File: config.mk
export PLATFORM = sky130hd
export DESIGN_NAME = sdil_serial_dac
export DESIGN_NICKNAME = d
export VERILOG_FILES = /design/src/sdil_pkg.sv /design/src/sdil_seg_decode.sv /design/src/sdil_serial_dac.sv
export VERILOG_INCLUDE_DIRS = /design/src
export SDC_FILE = /design/constraint.sdc
export NUM_CORES = 1
export LEC_CHECK = 0
export BUFFER_PORTS_ARGS = -buffer_cell sky130_fd_sc_hd__buf_4
export CORE_AREA = 4 4 76 78
export CTS_BUF_LIST = sky130_fd_sc_hd__clkbuf_16
export DETAILED_ROUTE_END_ITERATION = 7
export DIE_AREA = 0 0 80 82
export PLACE_DENSITY = 0.56
export SLEW_MARGIN = 10
export SYNTH_ARGS = -nofsm -noshare
export SYNTH_HDL_FRONTEND = slang
export SYNTH_SLANG_ARGS = --single-unit
File: constraint.sdc
create_clock -name mclk -period 1.3 [get_ports mclk]
set_input_delay 0 -clock mclk [delete_from_list [all_inputs] [get_ports mclk]]
set_output_delay 0 -clock mclk [all_outputs]
set_load 0.01 [all_outputs]
File: src/sdil_params.svh
`ifndef SDIL_PARAMS_SVH
`define SDIL_PARAMS_SVH

`define SDIL_WORD_BITS 16
`define SDIL_SEG_BITS 4
`define SDIL_LADDER_BITS 12
`define SDIL_SEG_COUNT 15
`define SDIL_MID_CODE 16'h8000
`define SDIL_SYNC_STAGES 2

`endif

File: src/sdil_pkg.sv
package sdil_pkg;
  // serial pins as sampled on the device side
  typedef struct packed {
    logic cs_n;
    logic sclk;
    logic din;
  } sdil_link_t;

  // what the analog core sees
  typedef struct packed {
    logic [14:0] seg;
    logic [11:0] ladder;
  } sdil_switch_t;

  typedef enum logic [0:0] {
    SDIL_IDLE,
    SDIL_FRAME
  } sdil_state_t;
endpackage

File: src/sdil_seg_decode.sv
`timescale 1ns/1ps
`default_nettype none
`include "sdil_params.svh"

// thermometer decoder for the segment bank
module sdil_seg_decode
  import sdil_pkg::*;
#(
  parameter int SEG_BITS = `SDIL_SEG_BITS,
  parameter int SEG_COUNT = `SDIL_SEG_COUNT
) (
  input wire logic [SEG_BITS-1:0] upper,
  output logic [SEG_COUNT-1:0] therm
);

  // bit k-1 is segment k; on when upper >= k
  genvar k;
  generate
    for (k = 1; k <= SEG_COUNT; k++) begin : g_seg
      assign therm[k-1] = (32'(upper) >= k);
    end
  endgenerate

endmodule
`default_nettype wire

File: src/sdil_serial_dac.sv
`timescale 1ns/1ps
`default_nettype none
`include "sdil_params.svh"

// How it works
// - din is sampled into the shift register on each serial clock rising edge.
// - data is accepted only while chip select is low.
// - while the load strobe is low the code register follows the input register.
// - reset puts the code register at mid-scale.
// - a frame carries one 16-bit word.
// - the upper four code bits drive the fifteen segment switches.
// - the lower twelve code bits drive ladder switches zero to eleven.
// - words arrive most significant bit first.
// - at chip select rising, the word loads to code if the strobe is low.
// - serial clock and data are ignored while chip select is high.
// - a new input word leaves the code untouched until the strobe transfers it.
module sdil_serial_dac
  import sdil_pkg::*;
#(
  parameter int WORD_BITS = `SDIL_WORD_BITS
) (
  input wire logic mclk,
  input wire logic rstn,
  input wire logic cs_n,
  input wire logic sclk,
  input wire logic din,
  input wire logic load_code_strobe_n,
  output logic [14:0] segment_switch_controls,
  output logic [11:0] ladder_switch_controls,
  output logic [WORD_BITS-1:0] code_word,
  output logic [WORD_BITS-1:0] input_word,
  output logic frame_active
);

  // every pin is brought into the mclk domain before use; the serial clock
  // is treated as data, so its edges are found by comparing synchronised
  // samples. this costs three mclk edges of latency per bit but keeps the
  // whole block on one clock with no pin-driven flops.

  // two-stage synchronisers; stage one feeds stage two only
  // reset levels match idle pins: chip select and strobe high, sclk low,
  // so the edge detectors see no false rise when reset lets go
  // the bit order is {cs_n, sclk, din, strobe}
  logic [3:0] sync1_r;
  logic [3:0] sync2_r;
  always_ff @(posedge mclk) begin
    if (!rstn) begin
      sync1_r <= 4'hB;
      sync2_r <= 4'hB;
    end else begin
      sync1_r <= {cs_n, sclk, din, load_code_strobe_n};
      sync2_r <= sync1_r;
    end
  end

  sdil_link_t link;
  wire ld_n_s;
  assign link = sdil_link_t'(sync2_r[3:1]);
  assign ld_n_s = sync2_r[0];

  // previous sampled levels for edge detection
  // reset values equal the synchronisers' reset levels
  logic sclk_d_r;
  logic cs_d_r;
  always_ff @(posedge mclk) begin
    if (!rstn) begin
      sclk_d_r <= 1'b0;
      cs_d_r <= 1'b1;
    end else begin
      sclk_d_r <= link.sclk;
      cs_d_r <= link.cs_n;
    end
  end

  // rising-edge test shared by the serial clock and chip select detectors
  function automatic logic rise_of(input logic now_lvl, input logic was_lvl);
    return now_lvl & ~was_lvl;
  endfunction

  wire sclk_rise;
  wire cs_rise;
  wire shift_en;
  assign sclk_rise = rise_of(link.sclk, sclk_d_r);
  assign cs_rise = rise_of(link.cs_n, cs_d_r);
  assign shift_en = sclk_rise & ~link.cs_n;

  // frame state, just for visibility of an open frame
  // the default branch returns to idle should the state ever be corrupted
  sdil_state_t state_r;
  sdil_state_t state_nxt;
  always_comb begin
    case (state_r)
      SDIL_IDLE: state_nxt = link.cs_n ? SDIL_IDLE : SDIL_FRAME;
      SDIL_FRAME: state_nxt = link.cs_n ? SDIL_IDLE : SDIL_FRAME;
      default: state_nxt = SDIL_IDLE;
    endcase
  end
  // frame_active is for visibility only; nothing else reads it
  assign frame_active = (state_r == SDIL_FRAME);

  // input shift register; the last 16 bits shifted win, msb first
  // bits beyond sixteen push older ones out; a short frame leaves older bits shifted into the upper positions
  logic [WORD_BITS-1:0] shift_r;
  logic [WORD_BITS-1:0] shift_nxt;
  assign shift_nxt = shift_en ? {shift_r[WORD_BITS-2:0], link.din} : shift_r;

  // code register: level transfer while strobe low, or at cs rise with strobe low
  // cs rise and strobe-low transfer copy the same word, so they never disagree
  // the strobe is a level: held low mid-frame, the code tracks each shifted bit
  logic [WORD_BITS-1:0] code_r;
  wire load_now;
  assign load_now = ~ld_n_s | (cs_rise & ~ld_n_s);

  // frame flag register; lags the synchronised chip select by one edge
  always_ff @(posedge mclk) begin
    if (!rstn) begin
      state_r <= SDIL_IDLE;
    end else begin
      state_r <= state_nxt;
    end
  end

  // input shift register; shift_nxt already holds it outside accepted edges
  always_ff @(posedge mclk) begin
    if (!rstn) begin
      shift_r <= '0;
    end else begin
      shift_r <= shift_nxt;
    end
  end

  // code register; only the strobe path writes it, so pre-loading is safe
  always_ff @(posedge mclk) begin
    if (!rstn) begin
      code_r <= WORD_BITS'(`SDIL_MID_CODE);
    end else if (load_now) begin
      code_r <= shift_r;
    end
  end

  // visibility ports and the ladder bank come straight from registers
  assign code_word = code_r;
  assign input_word = shift_r;
  assign ladder_switch_controls = code_r[`SDIL_LADDER_BITS-1:0];

  // the segment decoder is a separate module so it can be checked alone
  // its input is the top four code bits
  sdil_seg_decode #(
    .SEG_BITS(`SDIL_SEG_BITS),
    .SEG_COUNT(`SDIL_SEG_COUNT)
  ) u_seg (
    .upper(code_r[WORD_BITS-1 -: `SDIL_SEG_BITS]),
    .therm(segment_switch_controls)
  );

  // checks
  // pin to register latency is two synchroniser edges plus one register edge;
  // a pin level held for fewer than two mclk cycles may be missed entirely,
  // so the serial clock must stay well under a quarter of mclk

  // reset values
  a_reset_mid_code: assert property (@(posedge mclk) $rose(rstn) |-> code_r == 16'h8000)
    else $error("code not mid-scale after reset");
  a_reset_outputs: assert property (@(posedge mclk)
    $rose(rstn) |-> !frame_active && input_word == 16'h0000 && ladder_switch_controls == 12'h000)
    else $error("outputs not at reset values");

  // input shift register
  a_idle_no_shift: assert property (@(posedge mclk) disable iff (!rstn)
    link.cs_n |=> $stable(shift_r))
    else $error("input register moved with chip select high");
  a_no_edge_hold: assert property (@(posedge mclk) disable iff (!rstn)
    !shift_en |=> $stable(shift_r))
    else $error("input register moved without an accepted edge");
  a_shift_msb_first: assert property (@(posedge mclk) disable iff (!rstn)
    shift_en |=> shift_r == {$past(shift_r[14:0]), $past(link.din)})
    else $error("shift order wrong");
  a_pin_latency: assert property (@(posedge mclk) disable iff (!rstn)
    (!cs_n && $rose(sclk)) ##1 (!cs_n && sclk) ##1 (!cs_n && sclk)
    |=> $changed(shift_r) || $past(shift_r[14:0]) == shift_r[15:1])
    else $error("accepted edge not shifted");

  // synchroniser and frame flag timing
  a_sync_delay: assert property (@(posedge mclk) disable iff (!rstn)
    {link.cs_n, link.sclk, ld_n_s} == $past({cs_n, sclk, load_code_strobe_n}, 2))
    else $error("pin synchroniser delay wrong");
  a_frame_flag: assert property (@(posedge mclk) disable iff (!rstn)
    1'b1 |=> frame_active == !$past(link.cs_n))
    else $error("frame flag out of step with chip select");

  // code register
  a_code_holds: assert property (@(posedge mclk) disable iff (!rstn)
    ld_n_s |=> $stable(code_r))
    else $error("code changed without strobe");
  a_strobe_loads: assert property (@(posedge mclk) disable iff (!rstn)
    !ld_n_s |=> code_r == $past(shift_r))
    else $error("strobe did not transfer word");
  a_cs_rise_load: assert property (@(posedge mclk) disable iff (!rstn)
    (cs_rise && !ld_n_s) |=> code_r == $past(shift_r))
    else $error("cs rise with strobe low did not load");

  // switch banks
  a_ladder_map: assert property (@(posedge mclk) disable iff (!rstn)
    ladder_switch_controls == code_r[11:0])
    else $error("ladder bits wrong");
  a_seg_therm: assert property (@(posedge mclk) disable iff (!rstn)
    $countones(segment_switch_controls) == code_r[15:12]
    && (segment_switch_controls & (segment_switch_controls + 15'h0001)) == 15'h0000)
    else $error("segment decode wrong");
  a_seg_top: assert property (@(posedge mclk) disable iff (!rstn)
    segment_switch_controls[14] == (code_r[15:12] == 4'hF))
    else $error("top segment wrong");

  // main scenarios: whole frame, load at chip select rise, pre-load, full scale, ignored clock
  c_frame: cover property (@(posedge mclk) $fell(link.cs_n) ##[1:1000] cs_rise);
  c_load_at_cs: cover property (@(posedge mclk) cs_rise && !ld_n_s);
  c_preload: cover property (@(posedge mclk) cs_rise && ld_n_s);
  c_full_scale: cover property (@(posedge mclk) segment_switch_controls == 15'h7FFF);
  c_ignored_clock: cover property (@(posedge mclk) sclk_rise && link.cs_n);

endmodule
`default_nettype wire

==> summary.txt, run 1 <==
Global route
  • GRT Util Overall: 10.12%
  • GR peak layer: met2
  • Vias in the first global route: 1,108
  • First-pass GRT wire length: 5.195 mm
  • Largest net degree at the start of global routing: 44
  • Overflow left after global routing: 0
  • Met2 Track Usage GR: 15.31%
  • GR Util met3: 4.496%
  • Initial antenna violation count: 0
  • Met1 usage: 12.56%

Status
  • Outcome: complete, no violations

Clock tree
  • Clock sink count: 42
  • Clock Tree Buf Depth: 2
  • Number of buffers created by CTS: 5
  • Htree depth: 2
  • CTS tree: done
  • Clock Latency Late Sink: 0.28 ns
  • Clock slew seen by the registers of the worst setup and hold paths: 0.06 ns
  • Root Driver: clkbuf_16

STA
  • Min Tclk post-route: 1.273 ns
  • Unrepaired setup endpoints after global routing: true
  • Max-slew headroom: 74.95%
  • Final Hold Vio Count: 0
  • Final Max Tran Viols: 0
  • Slew at the pin closest to its max-slew limit: 0.3757 ns
  • Final Cycle Share: 97.94%
  • Final setup vio count: 0
  • Peak Freq: 785.4 MHz
  • Clk_skew: 0.002712 ns
  • Setup TNS: 0 ns

Setup path
  • Crit path max fanout: 2
  • R2R setup slack: 0.28 ns
  • WP buf/inv: 1
  • FF-to-FF path depth: 3
  • FF-to-FF Start: sync2_r[3]$_SDFF_PN1_
  • CP max-delay cell: or3_1
  • Crit-path cells: or2_1, or3_1, buf_6
  • CP Data Arrival Time: 1.27 ns
  • Critical Path RT: 1.30 ns
  • Startpoint Class: flip-flop
  • Critical Path Sink Type: output port
  • Crit Path Class: flip-flop to output port
  • Critical path's largest stage delay: 0.33 ns
  • Delay-heaviest family, CP: simple AND/OR/NAND/NOR gates
  • End of the worst register-to-register path: input_word[8]$_SDFFE_PN0P_

Placed design
  • Port buffer count: 65
  • Placed wire-length estimate: 2.326 mm
  • GP Congestion: 0.6315

Power
  • Reg power frac: 46.5%
  • P_int: 2.276 mW
  • Tot Pwr: 2.816 mW
  • Worst VDD drop: 0.0008473 V
  • Switch share: 19.16%
  • Leakage: 1.091 nW
  • PD cells: 1192 mW/mm^2
  • Clock power share: 48.8%
  • Logic pwr share: 4.8%
  • NetSw: 0.5395 mW

Drt
  • Avg WL per Cell: 11.59 microns
  • Total number of vias: 1,229
  • Post-Route WL: 3.327 mm
  • Antenna Nets Post-Route: 0
  • DRT iter0 DRCs: 48
  • 1st-pass router iterations: 3
  • DRC: 0
  • Via density: 4.282

Min path
  • Hold path depth: 2
  • Hold Crit Class: input pin to flip-flop
  • WHS Endpoint: code_word[15]$_SDFFE_PN1P_
  • Launch point of the worst hold path: rstn

Floorplanning
  • Row Count: 26
  • DIE AREA: 0.006560 sq mm
  • Core area: 0.005075 sq mm
  • Die outline width: 80 microns
  • Initial core utilization: 33.23%
  • Chip height: 82 microns
  • I/O pin count: 66

Logic synthesis
  • Yosys cell types: 22
  • Warnings, synthesis: 0
  • Sequential share of the synthesized area: 49.85%
  • FF+latch count, synth: 42
  • Yosys top cell area share: 49.85%
  • Syn_nets: 165
  • Synth Instances: 159
  • Syn_area_per_cell: 10.61 sq um
  • Synth area leaders: dfxtp_1 50%, mux2i_1 19%, nor2b_1 5.9%
  • Netlist Area Pre-Place: 0.001687 sq mm
  • Dominant cell type by area after synthesis: dfxtp_1

Finish
  • Antenna Cells: 0
  • Share of layout cells above drive strength 1: 38.71%
  • Commonest non-fill, non-tap cells in the layout: 68 x buf_4, 40 x dfxtp_1, 32 x mux2i_1
  • Fillcell total: 522
  • Commonest non-fill, non-tap cell in the layout: buf_4
  • Area growth from synthesis to final layout: 40.06%
  • Nets: 222

Job
  • Max_cap viols: 0
[stage by stage]
step,hold WS (ns),setup slack [ns],std cells,cell area [sq um],utilization [%]
after detailed placement,0.1885,0.2860,274,2140,42.16
after floorplan,0.07304,0.3024,159,1687,-
after CTS,0.08663,0.002457,286,2345,46.20
after global placement,0.1834,0.3049,274,2140,42.16
after global routing,0.1202,-0.01501,287,2362,46.55
final,0.08614,0.02681,287,2362,46.55
[state kept, by name, indices dropped and copies added (netlist names)]
signal and count:
code_word 16, frame_active 1, input_word 16, sclk_d_r 1, sync1_r 4, sync2_r 4
[Yosys cell counts (all sizes together)]
| library cell | n |
|---|---|
| nand2b | 7 |
| o31a | 1 |
| nor2b | 16 |
| buf | 20 |
| and3 | 1 |
| and2b | 1 |
| nor3b | 1 |
| o21a | 2 |
| nand2 | 18 |
| and2 | 5 |
| a31o | 1 |
| a21o | 2 |
| dfxtp | 42 |
| or3 | 2 |
| a21oi | 1 |
| o21ai | 1 |
| mux2i | 32 |
| clkbuf | 5 |
| or2 | 1 |
[layout make-up]
type | count | area, sq um | area share (%)
Clock buffer | 5 | 125.1 | 5.297
Timing Repair Buffer | 75 | 593.1 | 25.11
Sequential cell | 42 | 843.3 | 35.70
Multi-Input combinational cell | 92 | 673.1 | 28.50
Tap cell | 70 | 87.58 | 3.708
Clock inverter | 3 | 40.04 | 1.695
[worst max-delay path by stage]
| stage | endpoint | cells after the start | from | slack (ns) |
|---|---|---|---|---|
| CTS | segment_switch_controls[14] | 3 | code_word[13]$_SDFFE_PN0P_ | 0.002 |
| global route | segment_switch_controls[0] | 3 | code_word[14]$_SDFFE_PN0P_ | -0.02 |
| global placement | segment_switch_controls[14] | 3 | code_word[13]$_SDFFE_PN0P_ | 0.30 |
| detailed placement | input_word[2]$_SDFFE_PN0P_ | 3 | sync2_r[3]$_SDFF_PN1_ | 0.29 |
| floorplan | input_word[0]$_SDFFE_PN0P_ | 4 | sync2_r[3]$_SDFF_PN1_ | 0.30 |
| finish | segment_switch_controls[0] | 3 | code_word[14]$_SDFFE_PN0P_ | 0.03 |
[what timing repair did]
action                                  in CTS  in global routing
resized for setup                            0                  4
hold endpoints to repair                     4                  0
setup buffers                                0                  1
hold buffers                                 4                  0
endpoints found under the setup margin       0                  4
[kinds of logic after synthesis]
group / Yosys count / share of synthesized area (%)
simple gates: 52 / 17.14
flops: 42 / 49.85
mux: 32 / 18.99
buf+inv: 25 / 10.61
compound gates: 8 / 3.412
[metal layers]
metal	routed length, microns	part of all wire (%)
met1	1516	46
met2	1449	44
met3	323	9.7
met4	38	1.1
met5	0	0
[power groups by stage]
stage / clock [mW] / sequential, mW / combinational [mW]
after floorplan: 0 / 1.34 / 0.0766
after global placement: 0 / 1.34 / 0.123
after detailed placement: 0 / 1.34 / 0.123
after CTS: 1.42 / 1.31 / 0.132
after global routing: 1.48 / 1.31 / 0.146
final: 1.37 / 1.31 / 0.134
Power figures use the tool's default switching activity.
==> run 2: changes to the inputs <==
Settings changed: CORE_AREA 4 4 76 78 to 4 4 105 57, DIE_AREA 0 0 80 82 to 0 0 109 61, REMOVE_ABC_BUFFERS set to 1.
Clock period 1.3 ns to 1.5 ns, I/O delays scaled along.
==> run 2 against run 1 <==
First-iteration DRC count is 38% lower. Global-route usage is 0.33 points lower. Sequential share of layout area is 0.14 points higher. Critical endpoint unchanged. Die area is 1.4% higher. Non-clock buffer count is 3 lower. Sequential power is 14% lower. Setup slack better by 0.074 ns. Combinational power is 18% lower. Cell area is 0.69% lower. Critical path depth stayed put. Via count is 1.8% lower.
==> summary.txt, run 2 (synthesized netlist as in run 1, its figures left out) <==
Setup path
  • Critical Path RT: 1.50 ns
  • FF-to-FF Start: sync2_r[3]$_SDFF_PN1_
  • Crit Path Class: flip-flop to output port
  • FF-to-FF path depth: 3
  • Critical Path Sink Type: output port
  • R2R setup slack: 0.35 ns
  • Startpoint Class: flip-flop
  • End of the worst register-to-register path: input_word[5]$_SDFFE_PN0P_
  • CP Data Arrival Time: 1.40 ns
  • Crit path max fanout: 12

Clock tree
  • Root Driver: clkbuf_16
  • Clock slew seen by the registers of the worst setup and hold paths: 0.06 ns
  • Clock sink count: 42
  • Htree depth: 2
  • Clock Latency Late Sink: 0.28 ns
  • Number of buffers created by CTS: 5
  • Post-CTS setup repair buffer count: 0
  • Clock Tree Buf Depth: 2
  • Post_cts resized: 0
  • CTS tree: done
  • Post-CTS Hold Buffers: 4

Global route
  • Initial antenna violation count: 0
  • GRT Util Overall: 9.793%
  • Overflow left after global routing: 0
  • First-pass GRT wire length: 5.188 mm
  • Largest net degree at the start of global routing: 44
  • Vias in the first global route: 1,154

STA
  • Final Cycle Share: 93.30%
  • Max-slew headroom: 74.78%
  • Final Hold Vio Count: 0
  • WHS: 0.09155 ns
  • Clk_skew: 0.005181 ns
  • Worst Setup Slack, final: 0.1006 ns
  • Peak Freq: 714.6 MHz
  • Min Tclk post-route: 1.399 ns
  • Unrepaired setup endpoints after global routing: false
  • Slew at the pin closest to its max-slew limit: 0.3783 ns
  • Final Max Tran Viols: 0
  • Setup TNS: 0 ns
  • Final setup vio count: 0

Status
  • Outcome: complete, no violations

Placed design
  • Port buffer count: 65
  • Placed wire-length estimate: 2.292 mm
  • GP Congestion: 0.6322
  • Area of placed instances: 0.002112 sq mm
  • Placement Setup Slack: 0.3878 ns
  • Inst Count DP: 272

Min path
  • Launch point of the worst hold path: rstn
  • Hold Crit Class: input pin to flip-flop
  • Hold path depth: 2
  • WHS Endpoint: code_word[15]$_SDFFE_PN1P_

Floorplanning
  • Core area: 0.004932 sq mm
  • Die outline width: 109 microns
  • Chip height: 61 microns
  • Row Count: 18
  • I/O pin count: 66
  • DIE AREA: 0.006649 sq mm
  • Initial core utilization: 34.20%

Finish
  • Area growth from synthesis to final layout: 39.09%
  • Multi-input gate area: 673.1 sq um
  • Final core utilization: 47.56%
  • Commonest non-fill, non-tap cell in the layout: buf_4
  • Commonest non-fill, non-tap cells in the layout: 68 x buf_4, 42 x dfxtp_1, 32 x mux2i_1
  • Share of layout cells above drive strength 1: 36.92%
  • Finished Cell Area: 0.002346 sq mm
  • Post-route insts no fill: 284
  • Storage element area: 840.8 sq um
  • Antenna Cells: 0
  • Fillcell total: 472
  • Nets: 219

Drt
  • DRT iter0 DRCs: 30
  • 1st-pass router iterations: 4
  • Via density: 4.250
  • DRC: 0
  • Total number of vias: 1,207
  • Antenna Nets Post-Route: 0
  • Avg WL per Cell: 11.31 microns
  • Post-Route WL: 3.212 mm

Power
  • PD cells: 1114 mW/mm^2
  • Tot Pwr: 2.613 mW
  • Worst VDD drop: 0.0006031 V
  • Leakage: 1.080 nW

Job
  • Max_cap viols: 0
==> run 2: worst max-delay path by stage <==
stage	startpoint	endpoint	slack [ns]	cells past startpoint
after global placement	code_word[14]$_SDFFE_PN0P_	segment_switch_controls[0]	0.42	3
after CTS	code_word[14]$_SDFFE_PN0P_	segment_switch_controls[0]	0.09	3
after floorplan	sync2_r[3]$_SDFF_PN1_	input_word[0]$_SDFFE_PN0P_	-0.1	2
final	code_word[14]$_SDFFE_PN0P_	segment_switch_controls[0]	0.10	3
after global routing	code_word[14]$_SDFFE_PN0P_	segment_switch_controls[0]	0.02	3
after detailed placement	code_word[14]$_SDFFE_PN0P_	segment_switch_controls[0]	0.39	3
==> run 2: final cells by class <==
class / instances / area share, %
repair buffers: 72 / 23.47
well taps: 70 / 3.733
clock inverters: 3 / 2.933
flip-flops and latches: 42 / 35.84
clock buffers: 5 / 5.333
multi-input cells: 92 / 28.69
==> run 2: metal layers <==
metal	routed length (microns)	part of all wire [%]	GRT usage [%]	vias to the layer above
met5	0	0	0	-
met4	22	0.68	2.698	0
met3	207	6.4	3.507	2
met2	1584	49	18.15	27
met1	1397	43	10.85	565
li1	-	-	-	613
==> run 2: critical path, cell delays in order (launching register included) <==
cell     delay, ns
dfxtp_1       0.39
or2_1         0.28
or3_1         0.31
buf_4         0.15
==> run 2: report_power, final <==
part           switching, mW  internal [mW]
clock network          0.414          0.955
logic                 0.0490         0.0610
registers            0.00467           1.13
==> run 3: changes to the inputs <==
Settings changed: BUFFER_PORTS_ARGS -buffer_cell sky130_fd_sc_hd__buf_4 to unset, CORE_AREA 4 4 105 57 to 2 2 103 55, DIE_AREA 0 0 109 61 to 0 0 105 57, DONT_BUFFER_PORTS set to 1, PLACE_DENSITY 0.56 to 0.45.
==> run 3 against run 2 <==
Flip-flop and latch count stayed put. Combinational power is 20% lower. Maximum frequency is 3.0% lower. Power is 14% lower. Cell count is 21% lower. Utilization is 12 points lower. Non-clock buffer count is 62 lower. Via count is 19% lower. Die area is 10% lower. Setup slack worse by 0.043 ns. Largest power group is now registers.
==> summary.txt, run 3 (synthesized netlist as in run 1, its figures left out) <==
Status
  • Outcome: complete, no violations

STA
  • Final setup vio count: 0
  • Max-slew headroom: 70.70%
  • Final Hold Vio Count: 0
  • Final Max Tran Viols: 0
  • Min Tclk post-route: 1.443 ns
  • Peak Freq: 693.2 MHz
  • Slew at the pin closest to its max-slew limit: 0.4389 ns
  • Clk_skew: 0.004976 ns
  • Final Cycle Share: 96.18%
  • Unrepaired setup endpoints after global routing: false

Power
  • P_int: 1.778 mW
  • NetSw: 0.4593 mW
  • Switch share: 20.53%
  • Worst VDD drop: 0.0004234 V
  • PD cells: 1202 mW/mm^2
  • Leakage: 0.7378 nW
  • Clock power share: 45.1%
  • Tot Pwr: 2.238 mW
  • Reg power frac: 51.0%
  • Logic pwr share: 3.9%

Global route
  • Largest net degree at the start of global routing: 44
  • Vias in the first global route: 868
  • GRT Util Overall: 10.19%
  • Initial antenna violation count: 0
  • First-pass GRT wire length: 4.616 mm
  • Overflow left after global routing: 0

Setup path
  • Critical Path Sink Type: output port
  • Critical path's largest stage delay: 0.43 ns
  • Startpoint Class: flip-flop
  • Crit path max fanout: 12
  • Crit Path Class: flip-flop to output port
  • CP max-delay cell: dfxtp_1
  • Critical Path RT: 1.50 ns
  • CP Data Arrival Time: 1.44 ns
  • Crit-path cells: or2_1, or3_1

Drt
  • Total number of vias: 982
  • Via density: 4.364
  • Post-Route WL: 3.006 mm
  • DRT iter0 DRCs: 35
  • Antenna Nets Post-Route: 0
  • 1st-pass router iterations: 4
  • DRC: 0
  • Avg WL per Cell: 13.36 microns

Finish
  • Share of layout cells above drive strength 1: 8.553%
  • Final core utilization: 35.92%
  • Fillcell total: 533
  • Storage element area: 842.1 sq um
  • Commonest non-fill, non-tap cell in the layout: dfxtp_1
  • Antenna Cells: 0
  • Commonest non-fill, non-tap cells in the layout: 41 x dfxtp_1, 32 x mux2i_1, 18 x nand2_1
  • Multi-input gate area: 673.1 sq um
  • Area growth from synthesis to final layout: 10.39%
  • Nets: 157

Clock tree
  • Htree depth: 2
  • Post-CTS setup repair buffer count: 0
  • Number of buffers created by CTS: 5
  • Clock sink count: 42
  • CTS tree: done
  • Clock Tree Buf Depth: 2
  • Root Driver: clkbuf_16
  • Clock slew seen by the registers of the worst setup and hold paths: 0.06 ns
  • Clock Latency Late Sink: 0.28 ns

Floorplanning
  • Initial core utilization: 32.54%
  • Row Count: 19
  • Chip height: 57 microns
  • DIE AREA: 0.005985 sq mm
  • Core area: 0.005182 sq mm
  • Die outline width: 105 microns
  • I/O pin count: 66

Placed design
  • GP Congestion: 0.5976
  • Port buffer count: 0
  • Placed wire-length estimate: 1.937 mm

Job
  • Max_cap viols: 0

Min path
  • Hold Crit Class: input pin to flip-flop
[run 3: cell types whose count changed in the layout (fill, tap and decap cells not counted)]
cell | before | now
clkinv_4 | 1 | 0
clkinv_1 | 0 | 1
buf_4 | 68 | 1
dfxtp_2 | 0 | 1
dlygate4sd3_1 | 4 | 7
clkinv_2 | 0 | 1
buf_12 | 0 | 2
dfxtp_1 | 42 | 41
bufinv_16 | 2 | 0
inv_1 | 0 | 1
[run 3: cell type report]
class,instances,area share (%)
Tap cell,73,4.906
Timing Repair Buffer,10,6.317
Clock buffer,5,6.720
Sequential cell,42,45.23
Multi-Input combinational cell,92,36.16
Clock inverter,3,0.6720
[run 3: timing repair]
action | CTS | global route
endpoints found under the hold margin | 42 | 0
endpoints found under the setup margin | 0 | 1
resized for setup | 0 | 1
hold buffers | 8 | 0
[run 3: worst paths after layout]
check                        startpoint                          end  slack, ns  depth (start not counted)
min reg2reg       sync1_r[0]$_SDFF_PN1_        sync2_r[0]$_SDFF_PN1_       0.41                          1
max          code_word[14]$_SDFFE_PN0P_   segment_switch_controls[0]       0.06                          2
min                                cs_n        sync1_r[3]$_SDFF_PN1_       0.36                          2
max reg2reg       sync2_r[3]$_SDFF_PN1_  input_word[12]$_SDFFE_PN0P_       0.40                          3
[run 3: worst max-delay path, delay by kind of cell, from the launching register on]
kind	cells	cell delay (ns)
simple gates	2	0.74
flops	1	0.43
[run 3: layer usage]
layer | track usage, % | vias up | part of all wire (%)
met1 | 13.26 | 456 | 50
met4 | 4.190 | 0 | 1.0
met3 | 6.057 | 5 | 8.8
met5 | 0 | - | 0
met2 | 13.64 | 26 | 40
li1 | - | 495 | -
[run 3: stage by stage]
stage,instance area [sq um],hold WS [ns],setup WS (ns),instances,setup TNS (ns)
3_3_place_gp,1633,0.07170,0.3559,209,0
6_report,1862,0.3601,0.05737,225,0
4_1_cts,1861,0.3603,0.01086,225,0
2_1_floorplan,1508,0.06194,-0.09618,134,-1.539
5_1_grt,1862,0.3887,0.01839,225,0
3_5_place_dp,1633,0.07433,0.3111,209,0
[run 3: power by group through the flow]
| stage | clock network [mW] | registers (mW) | logic [mW] |
|---|---|---|---|
| after floorplan | 0 | 1.17 | 0.0395 |
| after global placement | 0 | 1.16 | 0.0535 |
| after detailed placement | 0 | 1.17 | 0.0540 |
| after CTS | 1.04 | 1.14 | 0.0895 |
| after global routing | 1.09 | 1.14 | 0.0953 |
| final | 1.01 | 1.14 | 0.0879 |
